`src/hdl/ousf_pkg.sv`:
```
package ousf_pkg;

    localparam logic [7:0] START_DELIM = 8'h7E;
    localparam logic [7:0] FRAME_TYPE = 8'hA0;
    localparam logic [15:0] FRAME_DATA_LEN = 16'h0016;
    localparam logic [4:0] LAST_OFFSET = 5'h19;
    localparam logic [4:0] OFS_TYPE = 5'h03;
    localparam logic [4:0] OFS_SRC = 5'h04;
    localparam logic [4:0] OFS_SHORT = 5'h0C;
    localparam logic [4:0] OFS_OPTS = 5'h0E;
    localparam logic [4:0] OFS_MSG = 5'h0F;
    localparam logic [4:0] OFS_BLOCK = 5'h10;
    localparam logic [4:0] OFS_TARGET = 5'h11;
    localparam logic [7:0] OPT_ACKED = 8'h01;
    localparam logic [7:0] OPT_BCAST = 8'h02;
    localparam logic [7:0] MSG_ACK = 8'h06;
    localparam logic [7:0] MSG_NACK = 8'h15;
    localparam logic [7:0] MSG_NO_MAC_ACK = 8'h40;
    localparam logic [7:0] MSG_QUERY = 8'h51;
    localparam logic [7:0] MSG_QUERY_RESP = 8'h52;
    localparam logic [7:0] QUERY_CMD_HI = 8'h01;
    localparam logic [7:0] QUERY_CMD_LO = 8'h51;
    localparam int CLK_HZ = 20000000;
    localparam int TARGET_TIMEOUT_S = 75;
    localparam int FIFO_DEPTH = 16;

    typedef struct packed {
        logic [63:0] srcAddr;
        logic [15:0] updaterShort;
        logic broadcast;
        logic [7:0] msgType;
        logic blockValid;
        logic [7:0] blockNum;
        logic [63:0] targetAddr;
    } ousf_report_type;

endpackage : ousf_pkg

```
`src/hdl/ousf_fifo.sv`:
```
module ousf_fifo #(
    parameter int WIDTH = 8,
    parameter int DEPTH = 16
) (
    input wire logic core_clk,
    input wire logic reset_n,
    input wire logic clkEn,
    input wire logic inValid,
    output logic inReady,
    input wire logic [WIDTH-1:0] inData,
    output logic outValid,
    input wire logic outReady,
    output logic [WIDTH-1:0] outData
);
    localparam int AW = $clog2(DEPTH);

    logic [WIDTH-1:0] mem [DEPTH];
    logic [AW-1:0] wrPtr;
    logic [AW-1:0] rdPtr;
    logic [AW:0] count;
    logic [AW-1:0] next_wrPtr;
    logic [AW-1:0] next_rdPtr;
    logic [AW:0] next_count;
    logic doWr;
    logic doRd;

    ////////////////////////////////////////////////////////////////////////////
    always_comb
    begin
        inReady = (count != (AW+1)'(DEPTH));
        outValid = (count != '0);
        outData = mem[rdPtr];
        doWr = inValid && inReady;
        doRd = outValid && outReady;
        next_wrPtr = doWr ? wrPtr + 1'b1 : wrPtr;
        next_rdPtr = doRd ? rdPtr + 1'b1 : rdPtr;
        next_count = count + (AW+1)'(doWr) - (AW+1)'(doRd);
    end

    // storage has no reset: only entries written since rdPtr last passed them are taken, while count is nonzero
    always_ff @(posedge core_clk)
    begin
        if (clkEn && doWr)
        begin
            mem[wrPtr] <= inData;
        end
    end

    always_ff @(posedge core_clk or negedge reset_n)
    begin
        if (!reset_n)
        begin
            wrPtr <= '0;
            rdPtr <= '0;
            count <= '0;
        end
        else if (clkEn)
        begin
            wrPtr <= next_wrPtr;
            rdPtr <= next_rdPtr;
            count <= next_count;
        end
    end

    a_fifo_no_overflow: assert property (@(posedge core_clk) disable iff (!reset_n)
        count <= (AW+1)'(DEPTH)) else $error("fifo count above depth");

endmodule : ousf_fifo

```
`src/hdl/ousf_framer.sv`:
```
// How it works
// - every update status report goes out as a frame whose type byte is A0.
// - bytes 4 to 11 carry the responding radio's 64-bit address, most significant first.
// - bytes 12 and 13 carry the updater's 16-bit short address, high byte first.
// - byte 14 is 01 for an acknowledged packet and 02 for a broadcast.
// - byte 15 is the bootloader message type: 06, 15, 40, 51 or 52.
// - byte 16 is the block number, or zero when no block number applies.
// - bytes from 17 carry the 64-bit target address, most significant first.
// - a NACK means the target awaits an image; after about 75 s quiet it takes queries again.
module ousf_framer #(
    parameter int FIFO_DEPTH = ousf_pkg::FIFO_DEPTH,
    parameter int TIMEOUT_CYCLES = ousf_pkg::TARGET_TIMEOUT_S * ousf_pkg::CLK_HZ
) (
    input wire logic core_clk,
    input wire logic reset_n,
    input wire logic clkEn,
    input wire logic reportValid,
    output logic reportReady,
    input wire ousf_pkg::ousf_report_type report,
    output logic txValid,
    input wire logic txReady,
    output logic [7:0] txData,
    output logic nackWaiting,
    output logic bootInactive
);
    typedef enum logic [1:0] {IDLE, SEND} ousf_state_type;

    ousf_state_type state;
    ousf_state_type next_state;
    ousf_pkg::ousf_report_type held;
    ousf_pkg::ousf_report_type next_held;
    logic [4:0] offset;
    logic [4:0] next_offset;
    logic [7:0] sum;
    logic [7:0] next_sum;
    logic [7:0] byteOut;
    logic fifoReady;
    logic pushByte;
    logic [31:0] quietCount;
    logic [31:0] next_quietCount;
    logic next_nackWaiting;
    logic next_bootInactive;
    logic [2:0] idx;

    ////////////////////////////////////////////////////////////////////////////
    // byte selection by frame offset
    always_comb
    begin
        byteOut = '0;
        idx = '0;
        if (offset == 5'h00)
            byteOut = ousf_pkg::START_DELIM;
        else if (offset == 5'h01)
            byteOut = ousf_pkg::FRAME_DATA_LEN[15:8];
        else if (offset == 5'h02)
            byteOut = ousf_pkg::FRAME_DATA_LEN[7:0];
        else if (offset == ousf_pkg::OFS_TYPE)
            byteOut = ousf_pkg::FRAME_TYPE;
        else if (offset < ousf_pkg::OFS_SHORT)
        begin
            idx = 3'(offset - ousf_pkg::OFS_SRC);
            byteOut = held.srcAddr[8*(7-idx) +: 8];
        end
        else if (offset == ousf_pkg::OFS_SHORT)
            byteOut = held.updaterShort[15:8];
        else if (offset == 5'h0D)
            byteOut = held.updaterShort[7:0];
        else if (offset == ousf_pkg::OFS_OPTS)
            byteOut = held.broadcast ? ousf_pkg::OPT_BCAST : ousf_pkg::OPT_ACKED;
        else if (offset == ousf_pkg::OFS_MSG)
            byteOut = held.msgType;
        else if (offset == ousf_pkg::OFS_BLOCK)
            byteOut = held.blockValid ? held.blockNum : 8'h00;
        else if (offset < ousf_pkg::LAST_OFFSET)
        begin
            idx = 3'(offset - ousf_pkg::OFS_TARGET);
            byteOut = held.targetAddr[8*(7-idx) +: 8];
        end
        else
            byteOut = 8'hFF - sum;
    end

    ////////////////////////////////////////////////////////////////////////////
    // frame sequencer; back-pressure from the fifo stalls the walk
    always_comb
    begin
        next_state = state;
        next_held = held;
        next_offset = offset;
        next_sum = sum;
        reportReady = (state == IDLE);
        pushByte = (state == SEND);
        unique case (state)
            IDLE:
            begin
                if (reportValid)
                begin
                    next_held = report;
                    next_offset = '0;
                    next_sum = '0;
                    next_state = SEND;
                end
            end
            SEND:
            begin
                if (fifoReady)
                begin
                    if (offset >= ousf_pkg::OFS_TYPE)
                        next_sum = sum + byteOut;
                    if (offset == ousf_pkg::LAST_OFFSET)
                        next_state = IDLE;
                    else
                        next_offset = offset + 5'h01;
                end
            end
        endcase
    end

    always_ff @(posedge core_clk or negedge reset_n)
    begin
        if (!reset_n)
        begin
            state <= IDLE;
            held <= '0;
            offset <= '0;
            sum <= '0;
        end
        else if (clkEn)
        begin
            state <= next_state;
            held <= next_held;
            offset <= next_offset;
            sum <= next_sum;
        end
    end

    ////////////////////////////////////////////////////////////////////////////
    // target condition seen from reports; the timeout only clears a stale flag
    always_comb
    begin
        next_nackWaiting = nackWaiting;
        next_bootInactive = bootInactive;
        next_quietCount = quietCount;
        if (nackWaiting)
        begin
            if (quietCount >= 32'(TIMEOUT_CYCLES - 1))
                next_nackWaiting = 1'b0;
            else
                next_quietCount = quietCount + 32'h00000001;
        end
        if (reportValid && reportReady)
        begin
            next_quietCount = '0;
            next_nackWaiting = (report.msgType == ousf_pkg::MSG_NACK);
            next_bootInactive = (report.msgType == ousf_pkg::MSG_QUERY);
        end
    end

    always_ff @(posedge core_clk or negedge reset_n)
    begin
        if (!reset_n)
        begin
            nackWaiting <= 1'b0;
            bootInactive <= 1'b0;
            quietCount <= '0;
        end
        else if (clkEn)
        begin
            nackWaiting <= next_nackWaiting;
            bootInactive <= next_bootInactive;
            quietCount <= next_quietCount;
        end
    end

    ////////////////////////////////////////////////////////////////////////////
    ousf_fifo #(
        .WIDTH(8),
        .DEPTH(FIFO_DEPTH)
    ) u_fifo (
        .core_clk(core_clk),
        .reset_n(reset_n),
        .clkEn(clkEn),
        .inValid(pushByte),
        .inReady(fifoReady),
        .inData(byteOut),
        .outValid(txValid),
        .outReady(txReady),
        .outData(txData)
    );

    a_type_byte: assert property (@(posedge core_clk) disable iff (!reset_n)
        (state == SEND && offset == ousf_pkg::OFS_TYPE) |-> byteOut == 8'hA0)
        else $error("type byte wrong");
    a_src_msb: assert property (@(posedge core_clk) disable iff (!reset_n)
        (state == SEND && offset == 5'h04) |-> byteOut == held.srcAddr[63:56])
        else $error("source msb wrong");
    a_short_lsb: assert property (@(posedge core_clk) disable iff (!reset_n)
        (state == SEND && offset == 5'h0D) |-> byteOut == held.updaterShort[7:0])
        else $error("short address lsb wrong");
    a_opts_byte: assert property (@(posedge core_clk) disable iff (!reset_n)
        (state == SEND && offset == 5'h0E) |-> byteOut == (held.broadcast ? 8'h02 : 8'h01))
        else $error("options byte wrong");
    a_msg_byte: assert property (@(posedge core_clk) disable iff (!reset_n)
        (state == SEND && offset == 5'h0F) |-> byteOut == held.msgType)
        else $error("message type wrong");
    a_block_zero: assert property (@(posedge core_clk) disable iff (!reset_n)
        (state == SEND && offset == 5'h10 && !held.blockValid) |-> byteOut == 8'h00)
        else $error("block not zero");
    a_target_lsb: assert property (@(posedge core_clk) disable iff (!reset_n)
        (state == SEND && offset == 5'h18) |-> byteOut == held.targetAddr[7:0])
        else $error("target lsb wrong");
    a_frame_start: assert property (@(posedge core_clk) disable iff (!reset_n)
        (clkEn && state == IDLE && reportValid) |=> (state == SEND && offset == 5'h00
        && byteOut == 8'h7E))
        else $error("frame start wrong");
    a_inactive_flag: assert property (@(posedge core_clk) disable iff (!reset_n)
        (clkEn && reportValid && reportReady && report.msgType == 8'h51) |=> bootInactive)
        else $error("inactive flag not set");

endmodule : ousf_framer

```
`config.mk`:
```
export PLATFORM = sky130hd
export DESIGN_NAME = ousf_framer
export DESIGN_NICKNAME = d
export VERILOG_FILES = /design/src/hdl/ousf_pkg.sv /design/src/hdl/ousf_fifo.sv /design/src/hdl/ousf_framer.sv
export SDC_FILE = /design/constraint.sdc
export NUM_CORES = 1
export LEC_CHECK = 0
export BUFFER_PORTS_ARGS = -buffer_cell sky130_fd_sc_hd__clkbuf_2
export CORE_MARGIN = 2
export CORE_UTILIZATION = 55
export DETAILED_ROUTE_END_ITERATION = 8
export PLACE_DENSITY = 0.76
export SYNTH_ARGS = -nofsm -noshare
export SYNTH_HDL_FRONTEND = slang
export SYNTH_SLANG_ARGS = --single-unit
```
`constraint.sdc`:
```
create_clock -name core_clk -period 8.68 [get_ports core_clk]
set_input_delay 2.604 -clock core_clk [delete_from_list [all_inputs] [get_ports core_clk]]
set_output_delay 2.604 -clock core_clk [all_outputs]
set_load 0.01 [all_outputs]
```
# Word-level counts from Yosys, hierarchy flattened
# Memory sizes are Yosys's and may differ from the RTL's.
# Index checks and enable logic that the tools add are counted.
totals:
  n_memories: 1
  ff_bits: 224
  romBits: 0
  latch_bits: 0
  output_inout_bits: 12
  ram_bits: 128
  elab_cells: 103
  input_bits: 167
mem_list:
  columns: ["memory", "depth", "width", "rd", "rd_clocked_by_memory_dff", "write_ports", "line_no", "rtl"]
  rows:
  - ["u_fifo.mem", 16, 8, 1, 0, 1, "ousf_fifo.sv:17", "logic [WIDTH-1:0] mem [DEPTH];"]
classes:
  eq_ne: 19
  mul: 0
  n_div: 0
  shifts: 2
  muxes: 33
  n_bitwise: 0
  n_reduce_logical: 16
  n_addsub: 12
  magnitude_cmp: 4
ops:
  columns: ["cell", "n"]
  rows:
  - ["variable part select 64 x 33 -> 8 bit", 2]
  - ["2-to-1 mux 8 bit", 15]
  - ["2-to-1 mux 32 bit", 3]
  - ["adder 32 x 1 -> 32 bit (second input constant)", 1]
  - [">= comparator 32 x 31 -> 1 bit (second input constant)", 1]
  - ["== test 5 x 4 -> 1 bit (second input constant)", 4]
  - ["case mux 8 bit (2 select lines)", 1]
  - ["2-to-1 mux 5 bit", 3]
  - ["AND reduction 4 bit", 3]
  - ["== test 5 x 2 -> 1 bit (second input constant)", 2]
  - ["== test 5 bit (second input constant)", 2]
  - ["inequality test 2 bit (second input constant)", 5]
  - ["case mux 5 bit (2 select lines)", 1]
  - ["adder 4 x 1 -> 4 bit (second input constant)", 2]
  - ["adder 8 bit", 1]
  - ["== test 8 x 5 -> 1 bit (second input constant)", 1]
  - ["== test 8 x 7 -> 1 bit (second input constant)", 1]
  - ["2-to-1 mux 2 bit", 4]
  - ["subtractor 3 x 3 -> 4 bit (first input constant)", 2]
  - ["subtractor 8 bit (first input constant)", 1]
  - ["AND reduction 2 bit", 3]
  - ["AND reduction 3 bit", 2]
  - ["adder 5 x 1 -> 5 bit", 1]
  - ["adder 5 x 1 -> 5 bit (second input constant)", 1]
  - ["other kinds (17)", 24]

# Depth between registers and ports, before layout
depth:
  depth_word: 18
  mapped_depth: 22
  mapped_depth_nobuf: 19

# Modules after synthesis
# From an unflattened synthesis, not the netlist that was laid out.
unflattened:
  cells_unflattened: 1479
  area_unflattened_um2: 16285.6
by_module_without_submodules:
  columns: ["mod", "n_inst", "seq_area_each_um2", "area_each_um2", "cells_per_inst"]
  rows:
  - ["ousf_framer", 1, 5255.0, 10475.0, 1150]
  - ["ousf_fifo", 1, 4169.0, 5810.6, 329]

# Least setup slack after synthesis
# Ideal clock, no wire load.
synth_path:
  path_type: "reg-to-reg"
  startpoint: "reg offset[1]"
  endpoint: "reg sum[6]"
  path_buffers: 4
  arrival_time_ps: 4937
  slack_ps: 3647
  t_required_ps: 8585
  period_less_slack_ps: 5033
  setup_ps: 95
  stages_incl_launch_ff: 23
  cell_sequence: "dfrtp_1 > clkbuf_1 > buf_1 > clkbuf_1 > inv_1 > ha_1 > clkbuf_1 > mux4_2 > mux2_2 > o21ai_0 > or3_1 > a211o_1 > a21oi_1 > ha_1 > inv_1 > fa_1 > nor2b_1 > o21ai_0 > nand2b_1 > a21o_1 > a21oi_1 > xor2_1 > o31ai_1"
synth_via:
  elab_chain_cells: 18
  word_cells_on_any_way: 35
  classes_between: "add/sub: 5; order compare: 3; eq/ne: 9; shift: 2; mux: 14; reduce/logical: 2"
synth_lines:
  columns: ["item", "line_no", "rtl"]
  rows:
  - ["start, declared", "ousf_framer.sv:32", "logic [4:0] offset;"]
  - ["start signal, assigned", "ousf_framer.sv:132", "offset <= next_offset;"]
  - ["subtractor 3 x 1 -> 3 bit", "ousf_framer.sv:76", "idx = 3'(offset - ousf_pkg::OFS_TARGET);"]
  - ["subtractor 3 x 3 -> 4 bit", "ousf_framer.sv:77", "byteOut = held.targetAddr[8*(7-idx) +: 8];"]
  - ["variable part select 64 x 33 -> 8 bit", "ousf_framer.sv:77", null]
  - ["2-to-1 mux 8 bit", "ousf_framer.sv:74", "else if (offset < ousf_pkg::LAST_OFFSET)"]
  - ["2-to-1 mux 8 bit", "ousf_framer.sv:72", "else if (offset == ousf_pkg::OFS_BLOCK)"]
  - ["2-to-1 mux 8 bit", "ousf_framer.sv:70", "else if (offset == ousf_pkg::OFS_MSG)"]
  - ["2-to-1 mux 8 bit", "ousf_framer.sv:68", "else if (offset == ousf_pkg::OFS_OPTS)"]
  - ["2-to-1 mux 8 bit", "ousf_framer.sv:66", "else if (offset == 5'h0D)"]
  - ["(+3 left out)", null, null]
  - ["2-to-1 mux 8 bit", "ousf_framer.sv:55", "else if (offset == 5'h02)"]
  - ["2-to-1 mux 8 bit", "ousf_framer.sv:53", "else if (offset == 5'h01)"]
  - ["2-to-1 mux 8 bit (*)", "ousf_framer.sv:51", "if (offset == 5'h00)"]
  - ["net byteOut[0]", "ousf_framer.sv:36", "logic [7:0] byteOut;"]
  - ["adder 8 bit (*)", "ousf_framer.sv:109", "next_sum = sum + byteOut;"]
  - ["2-to-1 mux 8 bit (*)", "ousf_framer.sv:108", "if (offset >= ousf_pkg::OFS_TYPE)"]
  - ["2-to-1 mux 8 bit (*)", "ousf_framer.sv:106", "if (fifoReady)"]
  - ["case mux 8 bit (2 select lines) (*)", "ousf_framer.sv:93", "unique case (state)"]
  - ["end signal, assigned", "ousf_framer.sv:133", "sum <= next_sum;"]
  - ["end, declared", "ousf_framer.sv:34", "logic [7:0] sum;"]
# Mark *: on every way through the listed nets, which the timed path passes. The rest lies on a longest branch. The select of a mux whose other input is x is not followed.
# A chain may end at the register's enable or synchronous reset.

# Final worst setup path
layout_path:
  startpoint: "reg offset[2]"
  endpoint: "reg sum[6]"
# The elaborated chain is that of the path after synthesis.

==> results_dict.tcl <==
set metrics [dict create \
    crit_chain "xor2_1 -> mux2_2 -> o21ai_0 -> or3_1 -> a211o_1 -> a21oi_1 -> ha_1 -> inv_1 -> fa_1 -> nor2b_1 -> o21ai_0 -> nand2b_1 -> a21o_1 -> a21oi_1 -> xor2_1 -> o31ai_1" \
    whs_ns 0.4700 \
    drt_pass1_iterations 5 \
    drv_cap 0 \
    wl_per_cell_um 19.22 \
    peakVddDrop_mv 0.2554 \
    relSlewSlack_pct 24.11 \
    syn_avg_cell_area_sq_um 11.08 \
    fin_crit_sh_pct 62.39 \
    max_freq_mhz 184.7 \
    drt_iter0_drc 1139 \
    fillers 2179 \
    grt_antenna_before_repair 1 \
    synthSimpleGateAreaFrac_pct 18.53 \
    setup_viol 0 \
    area_delta_synth_final_pct 15.21 \
    timing.final.hold_violations 0 \
    ys_ff_latch 351 \
    r2r_cells 16 \
    synth_nets 1647 \
    crit_start "offset[2]" \
    netlist_instances 1453 \
    grt_pass1_vias 11740 \
    outcome "complete, no violations" \
    wirelength_um 38790 \
    yosys.area_share.xor_xnor_pct 1.578 \
    drive_gt1_share_pct 20.93 \
    synth_edf_count 128 \
    fin_cells 2018 \
    rsz0062_at_grt "no" \
    final_cell_mix "537 x nand2_1, 220 x dfrtp_1, 177 x clkbuf_2" \
    ys_seq_area_share_pct 58.53 \
    worst_pin_slew_ns 1.138 \
    htree_levels 2 \
    crit_path_end "sum[6]" \
    timing.rr.end "sum[6]" \
    place_inst 1951 \
    numPortBuffers 178 \
    rows 62 \
    hold_buffers 0 \
    synth_fa_ha_area_share_pct 2.191 \
    num-nets-final 1800 \
    initial_core_util_pct 55.94 \
    min_period_ns 5.416 \
    p_total_uw 7346 \
    clock_skew_ns 0.01243 \
    path_max_fanout 25 \
    final_common_cell "nand2_1" \
    synth_top_family_by_area "simple AND/OR/NAND/NOR gates" \
    diodes 0 \
    die_h_um 175.1 \
    via_count 11590 \
    cp-start-kind "flop" \
    grt_first_pass_wirelength_um 62400 \
    cts_resized 0 \
    regToRegSetupSlack_ns 3.26 \
    slowest_stage "a21oi_1" \
    async_flop_share_pct 63.53 \
    routed_via_density 5.742 \
    clk_latency_ns 0.52 \
    track_usage_pct 26.15 \
    ant_nets 0 \
    ioPinCount 179 \
    synthFlopType "dfrtp_1" \
    utilization_pct 64.45 \
    dp_hpwl_um 25630 \
    syn_area_sq_mm 0.01610 \
    drv_slew 0 \
    crit_arrival_ns 5.83 \
    die_area_sq_mm 0.03066 \
    powerDensity_mw_per_mm2 396.0 \
    hp-class "flop to flop" \
    gp_congestion 0.8822 \
    core_area_sq_mm 0.02878 \
    synthDistinctLibCells 66 \
    crit_type "flop to flop" \
    crit_path_end_kind "flop" \
    dieWidth_um 175.1 \
    regToRegStartpoint "offset[2]" \
    postCtsSetupBuffers 0 \
    drc 0 \
    critPathMaxStageDelay_ns 0.90 \
    tns_ns 0 \
    cts_sinks 351 \
    synth_compound_area_share_pct 5.758 \
    synth.area.mux_share_pct 10.79 \
    cts_max_path_buffers 3 \
    cts_inserted_buffers 37 \
    leakage_uw 0.008354 \
    cts-root-buf "clkbuf_16" \
    grt_max_degree 143 \
    ys.warnings.count 0 \
    overflow 0 \
    cts.clk_slew.worst_paths_ns 0.06 \
    crit_required_ns 9.09 \
    whs_path_depth 2 \
    cts_tree "yes" \
]
## kinds of logic (layout without fill, tap and decap cells)
kind of cell             after synthesis  count (layout)
AND/OR/NAND/NOR                      711             711
buffers and inverters                107             288
XOR/XNOR                              29              29
multiplexers                          84              84
flip-flops                           351             351
adder cells (fa/ha/maj)               27              27
AO/OA/AOI/OAI                        144             144
## cells in the mapped netlist, drive strengths merged, types with 3 or more instances
| cell | n | share of area, % |
|---|---|---|
| a21oi | 40 | 1.2 |
| nand3 | 26 | 0.81 |
| a211oi | 6 | 0.28 |
| clkbuf | 67 | 1.6 |
| a22oi | 4 | 0.19 |
| buf | 14 | 0.44 |
| mux2i | 6 | 0.37 |
| nand4 | 13 | 0.51 |
| or4 | 6 | 0.28 |
| xnor2 | 15 | 0.82 |
| and3 | 10 | 0.39 |
| nor3 | 16 | 0.53 |
| o31ai | 8 | 0.37 |
| nand2 | 538 | 13 |
| o22ai | 4 | 0.16 |
| a31oi | 3 | 0.12 |
| mux2 | 7 | 0.49 |
| o221ai | 7 | 0.42 |
| xor2 | 14 | 0.76 |
| o211ai | 5 | 0.23 |
| mux4 | 71 | 9.9 |
| inv | 26 | 0.61 |
| and2 | 9 | 0.35 |
| o21ai | 43 | 1.4 |
| nor2b | 11 | 0.43 |
| nand3b | 5 | 0.23 |
| a221oi | 7 | 0.38 |
| dfrtp | 223 | 35 |
| ha | 25 | 1.9 |
| or3 | 13 | 0.51 |
| nand2b | 4 | 0.16 |
| nor2 | 46 | 1.1 |
| edfxtp | 128 | 24 |
## worst min-delay path by stage
stage / start / endpoint / slack [ns]
4_1_cts: held[49] / held[49] / 0.47
6_report: held[61] / held[61] / 0.47
5_1_grt: held[146] / held[146] / 0.49
3_3_place_gp: held[110] / held[110] / 0.45
3_5_place_dp: held[151] / held[151] / 0.46
2_1_floorplan: held[121] / held[121] / 0.44
## layout make-up
type / instances / area (sq um) / share of cell area (%)
clock buffers: 52 / 1042 / 5.619
clock inverters: 15 / 206.4 / 1.113
inverters: 26 / 97.59 / 0.5261
multi-input cells: 995 / 6266 / 33.78
flip-flops and latches: 351 / 9428 / 50.83
well taps: 384 / 480.5 / 2.590
repair buffers: 195 / 1028 / 5.545
## sequential cells by signal, summed over array words and instances, names as in the netlist
name,cells
u_fifo.count,5
state,1
u_fifo.wrPtr,4
offset,5
held,162
u_fifo.rdPtr,4
sum,8
nackWaiting,1
bootInactive,1
u_fifo.mem,128
quietCount,32
## per-layer routing
metal	vias to the layer above	routed length, um	global-route usage [%]	share of wire, %
li1	5371	-	-	-
met1	5648	16330	36.44	42
met3	106	2504	4.003	6.5
met4	2	1455	10.14	3.8
met2	461	18480	41.96	48
met5	-	13	0	0.034
## worst max-delay path: cells and delay by family (launching register included)
family / cells / cell delay [ns]
flip-flops: 1 / 0.88
AND/OR/NAND/NOR: 3 / 0.59
adder cells (fa/ha/maj): 2 / 0.71
XOR/XNOR: 2 / 0.95
multiplexers: 1 / 0.31
AO/OA/AOI/OAI: 7 / 1.79
buffers and inverters: 1 / 0.06
## power by group
group | leakage, uW | total, uW | switching, uW | internal [uW]
registers | 0.00401 | 2970 | 405 | 2570
clock network | 0.000602 | 1610 | 650 | 964
logic | 0.00374 | 2760 | 1560 | 1200
## stage by stage
step                      setup WS, ns  cell area (sq um)
final                            3.264              18550
after global routing             2.673              18550
after CTS                        3.242              18550
after detailed placement         3.322              17300
after global placement           3.399              17300
after floorplan                  3.647              16100
Power figures use the tool's default switching activity.
